===== config.mk =====
export PLATFORM = sky130hd
export DESIGN_NAME = supply_fault_protect_ctrl
export DESIGN_NICKNAME = d
export VERILOG_FILES = /design/src/hdl/supply_protect_pkg.sv /design/src/hdl/supply_fault_protect_ctrl.sv
export SDC_FILE = /design/constraint.sdc
export NUM_CORES = 1
export LEC_CHECK = 0
export ABC_AREA = 1
export BUFFER_PORTS_ARGS = -buffer_cell sky130_fd_sc_hd__buf_2
export CAP_MARGIN = 30
export CORE_UTILIZATION = 51
export CTS_BUF_LIST = sky130_fd_sc_hd__clkbuf_4 sky130_fd_sc_hd__clkbuf_8
export DETAILED_ROUTE_END_ITERATION = 6
export PLACE_DENSITY_LB_ADDON = 0.3
export SETUP_SLACK_MARGIN = 0.02
export SYNTH_ARGS = -nofsm -noshare
export SYNTH_HDL_FRONTEND = slang
export SYNTH_SLANG_ARGS = --single-unit

===== constraint.sdc =====
create_clock -name pclk -period 1.9 [get_ports pclk]
set_input_delay 0.285 -clock pclk [delete_from_list [all_inputs] [get_ports pclk]]
set_output_delay 0.285 -clock pclk [all_outputs]
set_load 0.03 [all_outputs]

===== src/hdl/supply_protect_pkg.sv =====
package supply_protect_pkg;

  // Register byte offsets on the APB
  localparam logic [7:0] VIN_WINDOW_CONTROL_OFFSET = 8'h00;
  localparam logic [7:0] OVERCURRENT_CONTROL_OFFSET = 8'h04;
  localparam logic [7:0] SENSE_GAIN_CONTROL_OFFSET = 8'h08;
  localparam logic [7:0] FLAG_STATUS_OFFSET = 8'h0c;

  // Input voltage window control fields
  localparam int UNDER_LOCK_ENABLE_BIT = 7;
  localparam int UNDER_LOCK_STATUS_BIT = 6;
  localparam int UNDER_LOCK_RISE_IRQ_EN_BIT = 5;
  localparam int UNDER_LOCK_FALL_IRQ_EN_BIT = 4;
  localparam int OVER_LOCK_ENABLE_BIT = 3;
  localparam int OVER_LOCK_STATUS_BIT = 2;
  localparam int OVER_LOCK_RISE_IRQ_EN_BIT = 1;
  localparam int OVER_LOCK_FALL_IRQ_EN_BIT = 0;
  localparam logic [7:0] VIN_WRITE_MASK = 8'hbb;

  // Overcurrent control fields
  localparam int OVERCURRENT_ENABLE_BIT = 7;
  localparam int BLANKING_SELECT_MSB = 6;
  localparam int BLANKING_SELECT_LSB = 5;
  localparam int THRESHOLD_MSB = 4;
  localparam logic [4:0] THRESHOLD_TOP_CODE = 5'h1e;

  // Sense gain field
  localparam int SENSE_GAIN_MSB = 4;

  // Flag status fields, write one to clear
  localparam int UNDER_LOCK_FLAG_BIT = 0;
  localparam int OVER_LOCK_FLAG_BIT = 1;
  localparam int OVERCURRENT_FLAG_BIT = 2;

  // Values after reset
  localparam logic [7:0] VIN_WINDOW_RESET = 8'h00;
  localparam logic [7:0] OVERCURRENT_RESET = 8'h00;
  localparam logic [4:0] SENSE_GAIN_RESET = 5'h00;

  // Clock and blanking times
  localparam int CLOCK_PERIOD_NS = 50;
  localparam int BLANK_0_NS = 110;
  localparam int BLANK_1_NS = 200;
  localparam int BLANK_2_NS = 380;
  localparam int BLANK_3_NS = 740;
  localparam logic [4:0] BLANK_0_CYCLES = 5'((BLANK_0_NS + CLOCK_PERIOD_NS - 1) / CLOCK_PERIOD_NS);
  localparam logic [4:0] BLANK_1_CYCLES = 5'((BLANK_1_NS + CLOCK_PERIOD_NS - 1) / CLOCK_PERIOD_NS);
  localparam logic [4:0] BLANK_2_CYCLES = 5'((BLANK_2_NS + CLOCK_PERIOD_NS - 1) / CLOCK_PERIOD_NS);
  localparam logic [4:0] BLANK_3_CYCLES = 5'((BLANK_3_NS + CLOCK_PERIOD_NS - 1) / CLOCK_PERIOD_NS);

  // Comparator outputs from the analog side
  typedef struct packed {
    logic under_cmp;
    logic over_cmp;
    logic overcurrent_cmp;
  } comparator_type;

  // Gate drive enables
  typedef struct packed {
    logic high_side_drive;
    logic low_side_drive;
  } drive_type;

endpackage


===== src/hdl/supply_fault_protect_ctrl.sv =====
// What this block does
// - Bit 7 of the window register enables undervoltage lockout logic.
// - Bit 6 reads undervoltage status, read only.
// - Bit 5 lets a rising undervoltage edge set the undervoltage flag.
// - Bit 4 lets a falling undervoltage edge set the undervoltage flag.
// - Bit 3 enables overvoltage lockout logic.
// - Bit 2 reads overvoltage status, read only.
// - Bit 1 lets a rising overvoltage edge set the overvoltage flag.
// - Bit 0 lets a falling overvoltage edge set the overvoltage flag.
// - Overcurrent sets its flag and ends the high-side pulse at once.
// - High side restarts next switching cycle; trips again if overcurrent persists.
// - Software clears overcurrent flag only after one clean switching cycle.
// - Overcurrent flag sets regardless of any interrupt enable.
// - Blanking after high-side turn-on: 110, 200, 380 or 740 ns.
// - Overcurrent control bit 7 enables the comparator; otherwise ignored.
// - Five-bit threshold code; codes 11110 and 11111 both give the top level.
// - Overcurrent is judged only while the high side conducts.
// - Five-bit sense gain drives the sense path; bits 7 to 5 read zero.
// - Enabled undervoltage lockout forces both drives off.
// - Enabled overvoltage lockout forces both drives off.
// - Voltage flags set whether or not lockout is enabled.
//
// Local design decisions: the placing of the registers and the APB slave port.
module supply_fault_protect_ctrl
  import supply_protect_pkg::*;
(
  input wire logic pclk,
  input wire logic presetn,
  input wire logic psel,
  input wire logic penable,
  input wire logic pwrite,
  input wire logic [7:0] paddr,
  input wire logic [31:0] pwdata,
  output logic [31:0] prdata,
  output logic pready,
  output logic pslverr,
  input wire comparator_type cmp_raw,
  input wire logic pwm_high_req,
  input wire logic pwm_low_req,
  input wire logic cycle_start,
  output drive_type drive,
  output logic under_lock_enable,
  output logic over_lock_enable,
  output logic overcurrent_enable,
  output logic [4:0] overcurrent_threshold,
  output logic [4:0] sense_gain_code
);

  // Blanking select to cycle count
  function automatic logic [4:0] blank_cycles(input logic [1:0] sel);
    unique case (sel)
      2'h0: blank_cycles = BLANK_0_CYCLES;
      2'h1: blank_cycles = BLANK_1_CYCLES;
      2'h2: blank_cycles = BLANK_2_CYCLES;
      2'h3: blank_cycles = BLANK_3_CYCLES;
    endcase
  endfunction

  // Threshold code with the top two codes folded together
  function automatic logic [4:0] clip_threshold(input logic [4:0] code);
    clip_threshold = (code > THRESHOLD_TOP_CODE) ? THRESHOLD_TOP_CODE : code;
  endfunction

  comparator_type sync1_reg;
  comparator_type sync2_reg;
  comparator_type prev_reg;
  logic [31:0] prdata_reg;
  logic [31:0] prdata_next;
  logic pready_reg;
  logic pready_next;
  logic pslverr_reg;
  logic pslverr_next;
  logic [7:0] vin_reg;
  logic [7:0] vin_next;
  logic [7:0] occtl_reg;
  logic [7:0] occtl_next;
  logic [4:0] gain_reg;
  logic [4:0] gain_next;
  logic under_flag_reg;
  logic under_flag_next;
  logic over_flag_reg;
  logic over_flag_next;
  logic oc_flag_reg;
  logic oc_flag_next;
  logic oc_term_reg;
  logic oc_term_next;
  logic oc_seen_reg;
  logic oc_seen_next;
  logic clean_reg;
  logic clean_next;
  logic [4:0] blank_reg;
  logic [4:0] blank_next;
  drive_type drive_reg;
  drive_type drive_next;
  logic [4:0] thr_reg;
  logic [4:0] thr_next;
  logic wr_en;
  logic [7:0] wbyte;
  logic under_rise;
  logic under_fall;
  logic over_rise;
  logic over_fall;
  logic under_lockout;
  logic over_lockout;
  logic oc_trip;

  always_ff @(posedge pclk or negedge presetn)
  begin
    if (!presetn)
    begin
      sync1_reg <= '0;
      sync2_reg <= '0;
      prev_reg <= '0;
    end
    else
    begin
      sync1_reg <= cmp_raw;
      sync2_reg <= sync1_reg;
      prev_reg <= sync2_reg;
    end
  end

  // Edges seen from the second stage only, one pulse per edge
  assign under_rise = sync2_reg.under_cmp & ~prev_reg.under_cmp;
  assign under_fall = ~sync2_reg.under_cmp & prev_reg.under_cmp;
  assign over_rise = sync2_reg.over_cmp & ~prev_reg.over_cmp;
  assign over_fall = ~sync2_reg.over_cmp & prev_reg.over_cmp;

  // A write lands at the access edge; zero wait states
  assign wr_en = psel & penable & pready_reg & pwrite;
  assign wbyte = pwdata[7:0];

  // APB answer: ready rises for the access phase, read data captured at setup
  always_comb
  begin
    pready_next = psel & ~penable;
    pslverr_next = 1'b0;
    prdata_next = prdata_reg;
    if (psel & ~penable)
    begin
      prdata_next = 32'h0000_0000;
      unique case (paddr)
        VIN_WINDOW_CONTROL_OFFSET:
        begin
          prdata_next[7:0] = vin_reg;
          prdata_next[UNDER_LOCK_STATUS_BIT] = sync2_reg.under_cmp;
          prdata_next[OVER_LOCK_STATUS_BIT] = sync2_reg.over_cmp;
        end
        OVERCURRENT_CONTROL_OFFSET: prdata_next[7:0] = occtl_reg;
        SENSE_GAIN_CONTROL_OFFSET: prdata_next[SENSE_GAIN_MSB:0] = gain_reg;
        FLAG_STATUS_OFFSET:
        begin
          prdata_next[UNDER_LOCK_FLAG_BIT] = under_flag_reg;
          prdata_next[OVER_LOCK_FLAG_BIT] = over_flag_reg;
          prdata_next[OVERCURRENT_FLAG_BIT] = oc_flag_reg;
        end
        default: pslverr_next = 1'b1;
      endcase
    end
  end

  always_ff @(posedge pclk or negedge presetn)
  begin
    if (!presetn)
    begin
      prdata_reg <= 32'h0000_0000;
      pready_reg <= 1'b0;
      pslverr_reg <= 1'b0;
    end
    else
    begin
      prdata_reg <= prdata_next;
      pready_reg <= pready_next;
      pslverr_reg <= pslverr_next;
    end
  end

  // Control registers; status bits are never stored, so writes cannot touch them
  always_comb
  begin
    vin_next = vin_reg;
    occtl_next = occtl_reg;
    gain_next = gain_reg;
    if (wr_en && paddr == VIN_WINDOW_CONTROL_OFFSET)
    begin
      vin_next = wbyte & VIN_WRITE_MASK;
    end
    if (wr_en && paddr == OVERCURRENT_CONTROL_OFFSET)
    begin
      occtl_next = wbyte;
    end
    if (wr_en && paddr == SENSE_GAIN_CONTROL_OFFSET)
    begin
      gain_next = wbyte[SENSE_GAIN_MSB:0];
    end
  end

  always_ff @(posedge pclk or negedge presetn)
  begin
    if (!presetn)
    begin
      vin_reg <= VIN_WINDOW_RESET;
      occtl_reg <= OVERCURRENT_RESET;
      gain_reg <= SENSE_GAIN_RESET;
    end
    else
    begin
      vin_reg <= vin_next;
      occtl_reg <= occtl_next;
      gain_reg <= gain_next;
    end
  end

  // undervoltage lockout gated by its enable
  assign under_lockout = vin_reg[UNDER_LOCK_ENABLE_BIT] & sync2_reg.under_cmp;
  // overvoltage lockout gated by its enable
  assign over_lockout = vin_reg[OVER_LOCK_ENABLE_BIT] & sync2_reg.over_cmp;

  // trip only when enabled, conducting and past blanking
  assign oc_trip = occtl_reg[OVERCURRENT_ENABLE_BIT] & drive_reg.high_side_drive
    & (blank_reg == 5'h00) & sync2_reg.overcurrent_cmp;

  // Flags: a set in the same cycle as a clear wins, so no event is lost
  always_comb
  begin
    under_flag_next = under_flag_reg;
    over_flag_next = over_flag_reg;
    oc_flag_next = oc_flag_reg;
    if (wr_en && paddr == FLAG_STATUS_OFFSET)
    begin
      if (wbyte[UNDER_LOCK_FLAG_BIT])
      begin
        under_flag_next = 1'b0;
      end
      if (wbyte[OVER_LOCK_FLAG_BIT])
      begin
        over_flag_next = 1'b0;
      end
      // clear accepted after a clean cycle
      if (wbyte[OVERCURRENT_FLAG_BIT] && clean_reg)
      begin
        oc_flag_next = 1'b0;
      end
    end
    // Sets come after the clears so an event in the clear cycle survives
    // edge flags ignore lockout enables
    if (under_rise && vin_reg[UNDER_LOCK_RISE_IRQ_EN_BIT])
    begin
      under_flag_next = 1'b1;
    end
    if (under_fall && vin_reg[UNDER_LOCK_FALL_IRQ_EN_BIT])
    begin
      under_flag_next = 1'b1;
    end
    if (over_rise && vin_reg[OVER_LOCK_RISE_IRQ_EN_BIT])
    begin
      over_flag_next = 1'b1;
    end
    if (over_fall && vin_reg[OVER_LOCK_FALL_IRQ_EN_BIT])
    begin
      over_flag_next = 1'b1;
    end
    if (oc_trip)
    begin
      oc_flag_next = 1'b1;
    end
  end

  always_ff @(posedge pclk or negedge presetn)
  begin
    if (!presetn)
    begin
      under_flag_reg <= 1'b0;
      over_flag_reg <= 1'b0;
      oc_flag_reg <= 1'b0;
    end
    else
    begin
      under_flag_reg <= under_flag_next;
      over_flag_reg <= over_flag_next;
      oc_flag_reg <= oc_flag_next;
    end
  end

  // Cycle-by-cycle limit, clean-cycle tracking, blanking and gate drive
  always_comb
  begin
    oc_term_next = oc_term_reg;
    oc_seen_next = oc_seen_reg;
    clean_next = clean_reg;
    // release at the next cycle start
    if (cycle_start)
    begin
      oc_term_next = 1'b0;
      oc_seen_next = 1'b0;
      clean_next = ~oc_seen_reg;
    end
    // A trip restarts the clean run, so a whole untouched cycle must follow
    // terminate the pulse now; a trip outranks a cycle boundary
    if (oc_trip)
    begin
      oc_term_next = 1'b1;
      oc_seen_next = 1'b1;
      clean_next = 1'b0;
    end
    drive_next.high_side_drive = pwm_high_req & ~oc_term_next & ~under_lockout & ~over_lockout;
    drive_next.low_side_drive = pwm_low_req & ~under_lockout & ~over_lockout;
    // load blanking count on high-side turn-on
    // The count idles at zero; it only matters while the high side is on
    if (drive_next.high_side_drive && !drive_reg.high_side_drive)
    begin
      blank_next = blank_cycles(occtl_reg[BLANKING_SELECT_MSB:BLANKING_SELECT_LSB]);
    end
    else if (blank_reg != 5'h00)
    begin
      blank_next = blank_reg - 5'h01;
    end
    else
    begin
      blank_next = blank_reg;
    end
    // fold the top two threshold codes
    thr_next = clip_threshold(occtl_reg[THRESHOLD_MSB:0]);
  end

  always_ff @(posedge pclk or negedge presetn)
  begin
    if (!presetn)
    begin
      oc_term_reg <= 1'b0;
      oc_seen_reg <= 1'b0;
      clean_reg <= 1'b0;
      blank_reg <= 5'h00;
      drive_reg <= '0;
      thr_reg <= 5'h00;
    end
    else
    begin
      oc_term_reg <= oc_term_next;
      oc_seen_reg <= oc_seen_next;
      clean_reg <= clean_next;
      blank_reg <= blank_next;
      drive_reg <= drive_next;
      thr_reg <= thr_next;
    end
  end

  // Outputs straight from flops
  assign prdata = prdata_reg;
  assign pready = pready_reg;
  assign pslverr = pslverr_reg;
  assign drive = drive_reg;
  assign under_lock_enable = vin_reg[UNDER_LOCK_ENABLE_BIT];
  assign over_lock_enable = vin_reg[OVER_LOCK_ENABLE_BIT];
  assign overcurrent_enable = occtl_reg[OVERCURRENT_ENABLE_BIT];
  assign overcurrent_threshold = thr_reg;
  // gain code to the sense path
  assign sense_gain_code = gain_reg;

endmodule // supply_fault_protect_ctrl


==> reports/metrics.yaml, run 1 <==
synthArstFlopShare_pct: 100
synth_top_area_cell: "dfrtp_1"
synth_edf_count: 0
cts_setup_buffers: 0
r2r-start: "blank_reg[0]$_DFFE_PN0P_"
final_cell_mix: "nand2_1 (78), dfrtp_1 (55), buf_2 (51)"
synth_area_leaders: "dfrtp_1 (51%), nand2_1 (11%), buf_4 (7.2%)"
drc: 1
fin_crit_sh_pct: 85.6
path_clk_slew_ps: 90
grt_use_met3_pct: 4.42
start_util_pct: 52.8
status: "finished with violations"
drv_slew: 0
grt_pass1_vias: 1753
clock-sinks: 55
portBuffers: 51
worst_pin_slew_ps: 511
ctsResizeCount: 0
fin_util_pct: 59.2
ys_types: 32
clk-insertion-delay-late_ps: 300
syn_area_um2: 2700
antenna_found_initial: 0
drive_gt1_share_pct: 21.4
reg2reg_to: "blank_reg[2]$_DFFE_PN0P_"
cp_common_cell: "inv_1"
grt_use_total_pct: 19.8
hpwlAfterDp_um: 3860
hold_violations: 0
synthCells: 306
setup-violations-final: 0
syn2layout_area_growth_pct: 12.1
postLayoutSetupSlackWorst_ps: 273
grt-ovfl-total: 0
relSlewSlack_pct: 66.0
clk_path_buf_depth: 2
via_count: 2051
rsz0062_at_grt: "false"
critPathLaunchType: "flip-flop"
min_delay_path_depth: 1
antenna_left: 0
fin_tns_setup_ps: 0
max_freq_mhz: 615
antennaDiodeCount: 0
crit_type: "flip-flop to flip-flop"
use_met1_pct: 28.7
htreeDepth: 2
initialDrtViolationCount: 141
endpoint_kind: "flip-flop"
wire_per_inst_um: 11.9
hold_start: "cmp_raw[0]"
ys_warn_count: 0
synth-xor-area-share_pct: 0.974
crit_path_cell_trace: "inv_1, ha_1, inv_1, nor2_1, nand3_1, nand4_1, o21ai_0, o21ai_0, inv_1"
wl_um: 5100
die_w_um: 74.7
final_area_um2: 3020
die_y_um: 74.7
layout_commonest_cell: "nand2_1"
vias_per_cell: 4.78
cap_violations: 0
fin_skew_ps: 5.95
synth_top_family_by_area: "simple AND/OR/NAND/NOR gates"
cp.arrival_ps: 1820
synthMuxAreaShare_pct: 0
yosys.area.top_type_share_pct: 51.0
placed_area_um2: 2920
num_rows: 26
numCtsBuffers: 5
max_stage_delay_ps: 410
cts_root_buffer: "clkbuf_8"
grt_util_met2_pct: 29.9
path_max_fanout: 8
hp-class: "primary input to flip-flop"
p_per_area_nw_per_um2: 771
peakVddDrop_uv: 449
num_io_pins: 100
violations: "design-rule violations"
final_nets: 415
p_leak_nw: 1.66
reg2reg_slack_ps: 270
required_ps: 2100
place_ws_ps: 282
synth_seq_cells: 55
gp_congestion: 0.831
cts_tree: "yes"
synth-adder-area-share_pct: 2.78
finalCriticalPeriod_ps: 1630
top_usage_layer: "met2"
dp_cells: 420
fillCellCount: 467
fin_cells: 429
coreArea_um2: 5110
first_pass_iters: 7
grt_max_degree: 35
grt_first_pass_wirelength_um: 8160
reg2reg_depth: 9
min_to: "sync1_reg[0]$_DFF_PN0_"
avgSynthCellArea_um2: 8.82
cts_hold_buf: 1
fp.dieArea_um2: 5580
synth_compound_area_share_pct: 6.35
yosysSeqAreaShare_pct: 51.0
crit_slowest_cell: "dfrtp_1"
synth_ff_type: "dfrtp_1"
yosys.area_share.simple_pct: 25.5
==> area by class of cell <==
cell class / instances / area, um2 / area share (%)
clock buffers: 6 / 76.3 / 2.52
flip-flops and latches: 55 / 1380 / 45.5
well taps: 70 / 87.6 / 2.90
repair buffers: 55 / 300 / 9.93
clock inverters: 2 / 12.5 / 0.414
multi-input cells: 209 / 1050 / 34.7
inverters: 32 / 120 / 3.97
==> cells by family (layout without fill, tap and decap cells) <==
logic type,after synthesis,in the layout
compound gates,29,29
xor+xnor,3,3
fa+ha+maj,6,6
buf+inv,65,95
flops,55,55
other cells,1,24
simple gates,147,147
==> power breakdown <==
group	total, mW	switching (mW)	internal [mW]
clock network	0.638	0.365	0.273
registers	1.29	0.0460	1.24
logic	0.406	0.275	0.132
==> worst max-delay path: cells and delay by family (launching register included) <==
family | cells | cell delay [ps]
AND/OR/NAND/NOR | 3 | 550
flip-flops | 1 | 410
AO/OA/AOI/OAI | 2 | 220
buffers and inverters | 3 | 200
adder cells (fa/ha/maj) | 1 | 160
==> Yosys cell counts, types with 2 or more instances <==
cell / instances
nand4_1: 9
clkbuf_1: 4
nor3_1: 5
o21ai_0: 17
dfrtp_1: 55
buf_4: 26
o21ai_2: 2
nor2_4: 4
nand3b_1: 2
inv_1: 30
nand2_1: 78
buf_6: 2
a21oi_1: 3
nand3_1: 23
a31oi_1: 3
ha_1: 6
xor2_1: 2
nor2_1: 20
inv_2: 2
==> through the flow <==
stage	total power [mW]	hold slack, ps
floorplan	1.63	-10.6
global placement	1.70	287
detailed placement	1.72	293
CTS	2.36	70.2
global route	2.47	61.1
finish	2.33	77.8
==> per-layer routing <==
layer  part of all wire, %  wire length [um]
met5                     0                 0
met4                   1.4                69
met3                   6.0               305
met2                    44              2230
met1                    49              2500
==> worst max path at each step <==
stage,endpoint,slack [ps],depth (start not counted),startpoint
detailed placement,blank_reg[2]$_DFFE_PN0P_,280,9,blank_reg[0]$_DFFE_PN0P_
global placement,blank_reg[2]$_DFFE_PN0P_,300,9,blank_reg[0]$_DFFE_PN0P_
finish,blank_reg[2]$_DFFE_PN0P_,270,9,blank_reg[0]$_DFFE_PN0P_
CTS,blank_reg[2]$_DFFE_PN0P_,250,9,blank_reg[0]$_DFFE_PN0P_
floorplan,over_flag_reg$_DFFE_PN0P_,460,6,pready$_DFF_PN0_
global route,blank_reg[2]$_DFFE_PN0P_,60,9,blank_reg[0]$_DFFE_PN0P_
Power figures use the tool's default switching activity.
==> run 2: changes to the inputs <==
--- a/config.mk
+++ b/config.mk
@@ -6,7 +6,7 @@
 export NUM_CORES = 1
 export LEC_CHECK = 0
 export ABC_AREA = 1
-export BUFFER_PORTS_ARGS = -buffer_cell sky130_fd_sc_hd__buf_2
+export BUFFER_PORTS_ARGS = -buffer_cell sky130_fd_sc_hd__buf_4
 export CAP_MARGIN = 30
 export CORE_UTILIZATION = 51
 export CTS_BUF_LIST = sky130_fd_sc_hd__clkbuf_4 sky130_fd_sc_hd__clkbuf_8
==> run 2 against run 1 <==
- combinational power is 5% higher
- clock-buffer cell count decreased by 1
- register-to-register slack barely moved
- the run still ends with design-rule violations left
- hold slack worse by 62 ps
- global-route usage fell by 0.86 points
- wire length grew 0.31%
- worst setup slack got worse by 7.6 ps
- clock power is 16% higher
- sequential share of layout area down 1.8 points
- non-clock buffer count down 1
==> reports/metrics.yaml, run 2 (synthesis gave the netlist of run 1 again) <==
wl_um: 5120
cp.arrival_ps: 1830
coreArea_um2: 5110
hp-class: "primary input to asynchronous set/reset pin"
initialDrtViolationCount: 162
max_stage_delay_ps: 410
fin_tns_setup_ps: 0
first_pass_iters: 6
critPathLaunchType: "flip-flop"
final_cell_mix: "nand2_1 (78), dfrtp_1 (55), buf_4 (54)"
hold_violations: 0
crit_slowest_cell: "dfrtp_1"
via_count: 2069
htreeDepth: 2
antenna_found_initial: 0
crit_path_cell_trace: "inv_1, ha_1, inv_1, nor2_1, nand3_2, nand4_1, o21ai_0, o21ai_0, inv_1"
hpwlAfterDp_um: 3880
grt_max_degree: 56
max_freq_mhz: 612
p_per_area_nw_per_um2: 779
grt-ovfl-total: 0
endpoint_kind: "flip-flop"
grt_first_pass_wirelength_um: 7770
clk-insertion-delay-late_ps: 300
status: "finished with violations"
cts_root_buffer: "clkbuf_8"
crit_type: "flip-flop to flip-flop"
r2r-start: "blank_reg[0]$_DFFE_PN0P_"
power_mw: 2.46
die_y_um: 74.7
violations: "design-rule violations"
peakVddDrop_uv: 559
grt_use_total_pct: 18.9
crit_path_start: "blank_reg[0]$_DFFE_PN0P_"
placed_area_um2: 3030
p_leak_nw: 1.68
path_max_fanout: 8
vias_per_cell: 4.85
rsz0062_at_grt: "false"
gp_congestion: 0.820
worst_pin_slew_ps: 668
cts_tree: "yes"
num_io_pins: 100
p_int_mw: 1.78
path_delay_family: "simple AND/OR/NAND/NOR gates"
numCtsBuffers: 5
clk_path_buf_depth: 2
final_nets: 414
portBuffers: 51
drive_gt1_share_pct: 21.6
critPathBufInv: 3
fin_skew_ps: 4.76
antenna_left: 0
p_seq_share_pct: 52.5
drv_slew: 0
cts_hold_buf: 0
holdWs_ps: 16.2
cap_violations: 0
path_clk_slew_ps: 90
drc: 1
relSlewSlack_pct: 55.5
syn2layout_area_growth_pct: 16.8
layout_commonest_cell: "nand2_1"
p_clk_share_pct: 30.2
p_comb_share_pct: 17.3
clock-sinks: 55
start_util_pct: 52.8
die_w_um: 74.7
p_sw_share_pct: 27.7
grt_pass1_vias: 1652
final_area_um2: 3150
antennaDiodeCount: 0
fin_crit_sh_pct: 86.0
wire_per_inst_um: 12.0
switchingPower_uw: 680
finalCriticalPeriod_ps: 1630
required_ps: 2090
fp.dieArea_um2: 5580
num_rows: 26
cp_common_cell: "inv_1"
setup-violations-final: 0
==> run 2: cell count changes in the layout (fill, tap and decap cells not counted) <==
cell,delta
nand3_1,-1
bufinv_16,+1
buf_2,-51
dlygate4sd3_1,-1
buf_12,-1
clkbuf_4,-1
clkinv_2,-1
buf_4,+52
nand3_2,+1
==> run 2: layout make-up <==
cell class / instances / area (um2)
Clock buffer: 5 / 68.8
Clock inverter: 2 / 37.5
Fill cell: 460 / 1960
Inverter: 32 / 120
Multi-Input combinational cell: 209 / 1050
Sequential cell: 55 / 1380
Tap cell: 70 / 87.6
Timing Repair Buffer: 54 / 405
==> run 2: metrics by stage <==
| stage | setup slack [ps] | cells | util [%] |
|---|---|---|---|
| after floorplan | 464 | 329 | - |
| after global placement | 295 | 419 | 59.4 |
| after detailed placement | 237 | 419 | 59.4 |
| after CTS | 215 | 426 | 61.4 |
| after global routing | 66.3 | 427 | 61.7 |
| final | 265 | 427 | 61.7 |
==> run 2: per-layer routing <==
metal / track usage (%) / vias to the layer above / wire length, um
met5: 0 / - / 0
met4: 5.87 / 0 / 63
met3: 3.35 / 5 / 326
met2: 27.6 / 86 / 2340
met1: 28.8 / 957 / 2390
li1: - / 1021 / -
==> run 2: final timing paths <==
kind | endpoint | slack [ps] | cells after the start
hold reg to reg | sync2_reg[0]$_DFF_PN0_ | 350 | 0
max in group asynchronous | occtl_reg[6]$_DFFE_PN0P_ | 1450 | 1
setup reg to reg | blank_reg[2]$_DFFE_PN0P_ | 270 | 9
setup / recovery | blank_reg[2]$_DFFE_PN0P_ | 270 | 9
hold / removal | pready$_DFF_PN0_ | 20 | 1
min in group pclk | sync1_reg[2]$_DFF_PN0_ | 90 | 1
==> run 2: power groups by stage <==
stage	combinational (mW)	clock (mW)	sequential, mW
4_1_cts	0.425	0.760	1.29
3_5_place_dp	0.422	0	1.31
3_3_place_gp	0.416	0	1.31
2_1_floorplan	0.304	0	1.33
6_report	0.425	0.742	1.29
5_1_grt	0.483	0.804	1.30
==> run 2: timing repair <==
action,4_1_cts,5_1_grt
endpoints found under the hold margin,0,0
gates resized for setup,0,1
endpoints found under the setup margin,0,1
setup buffers,0,1
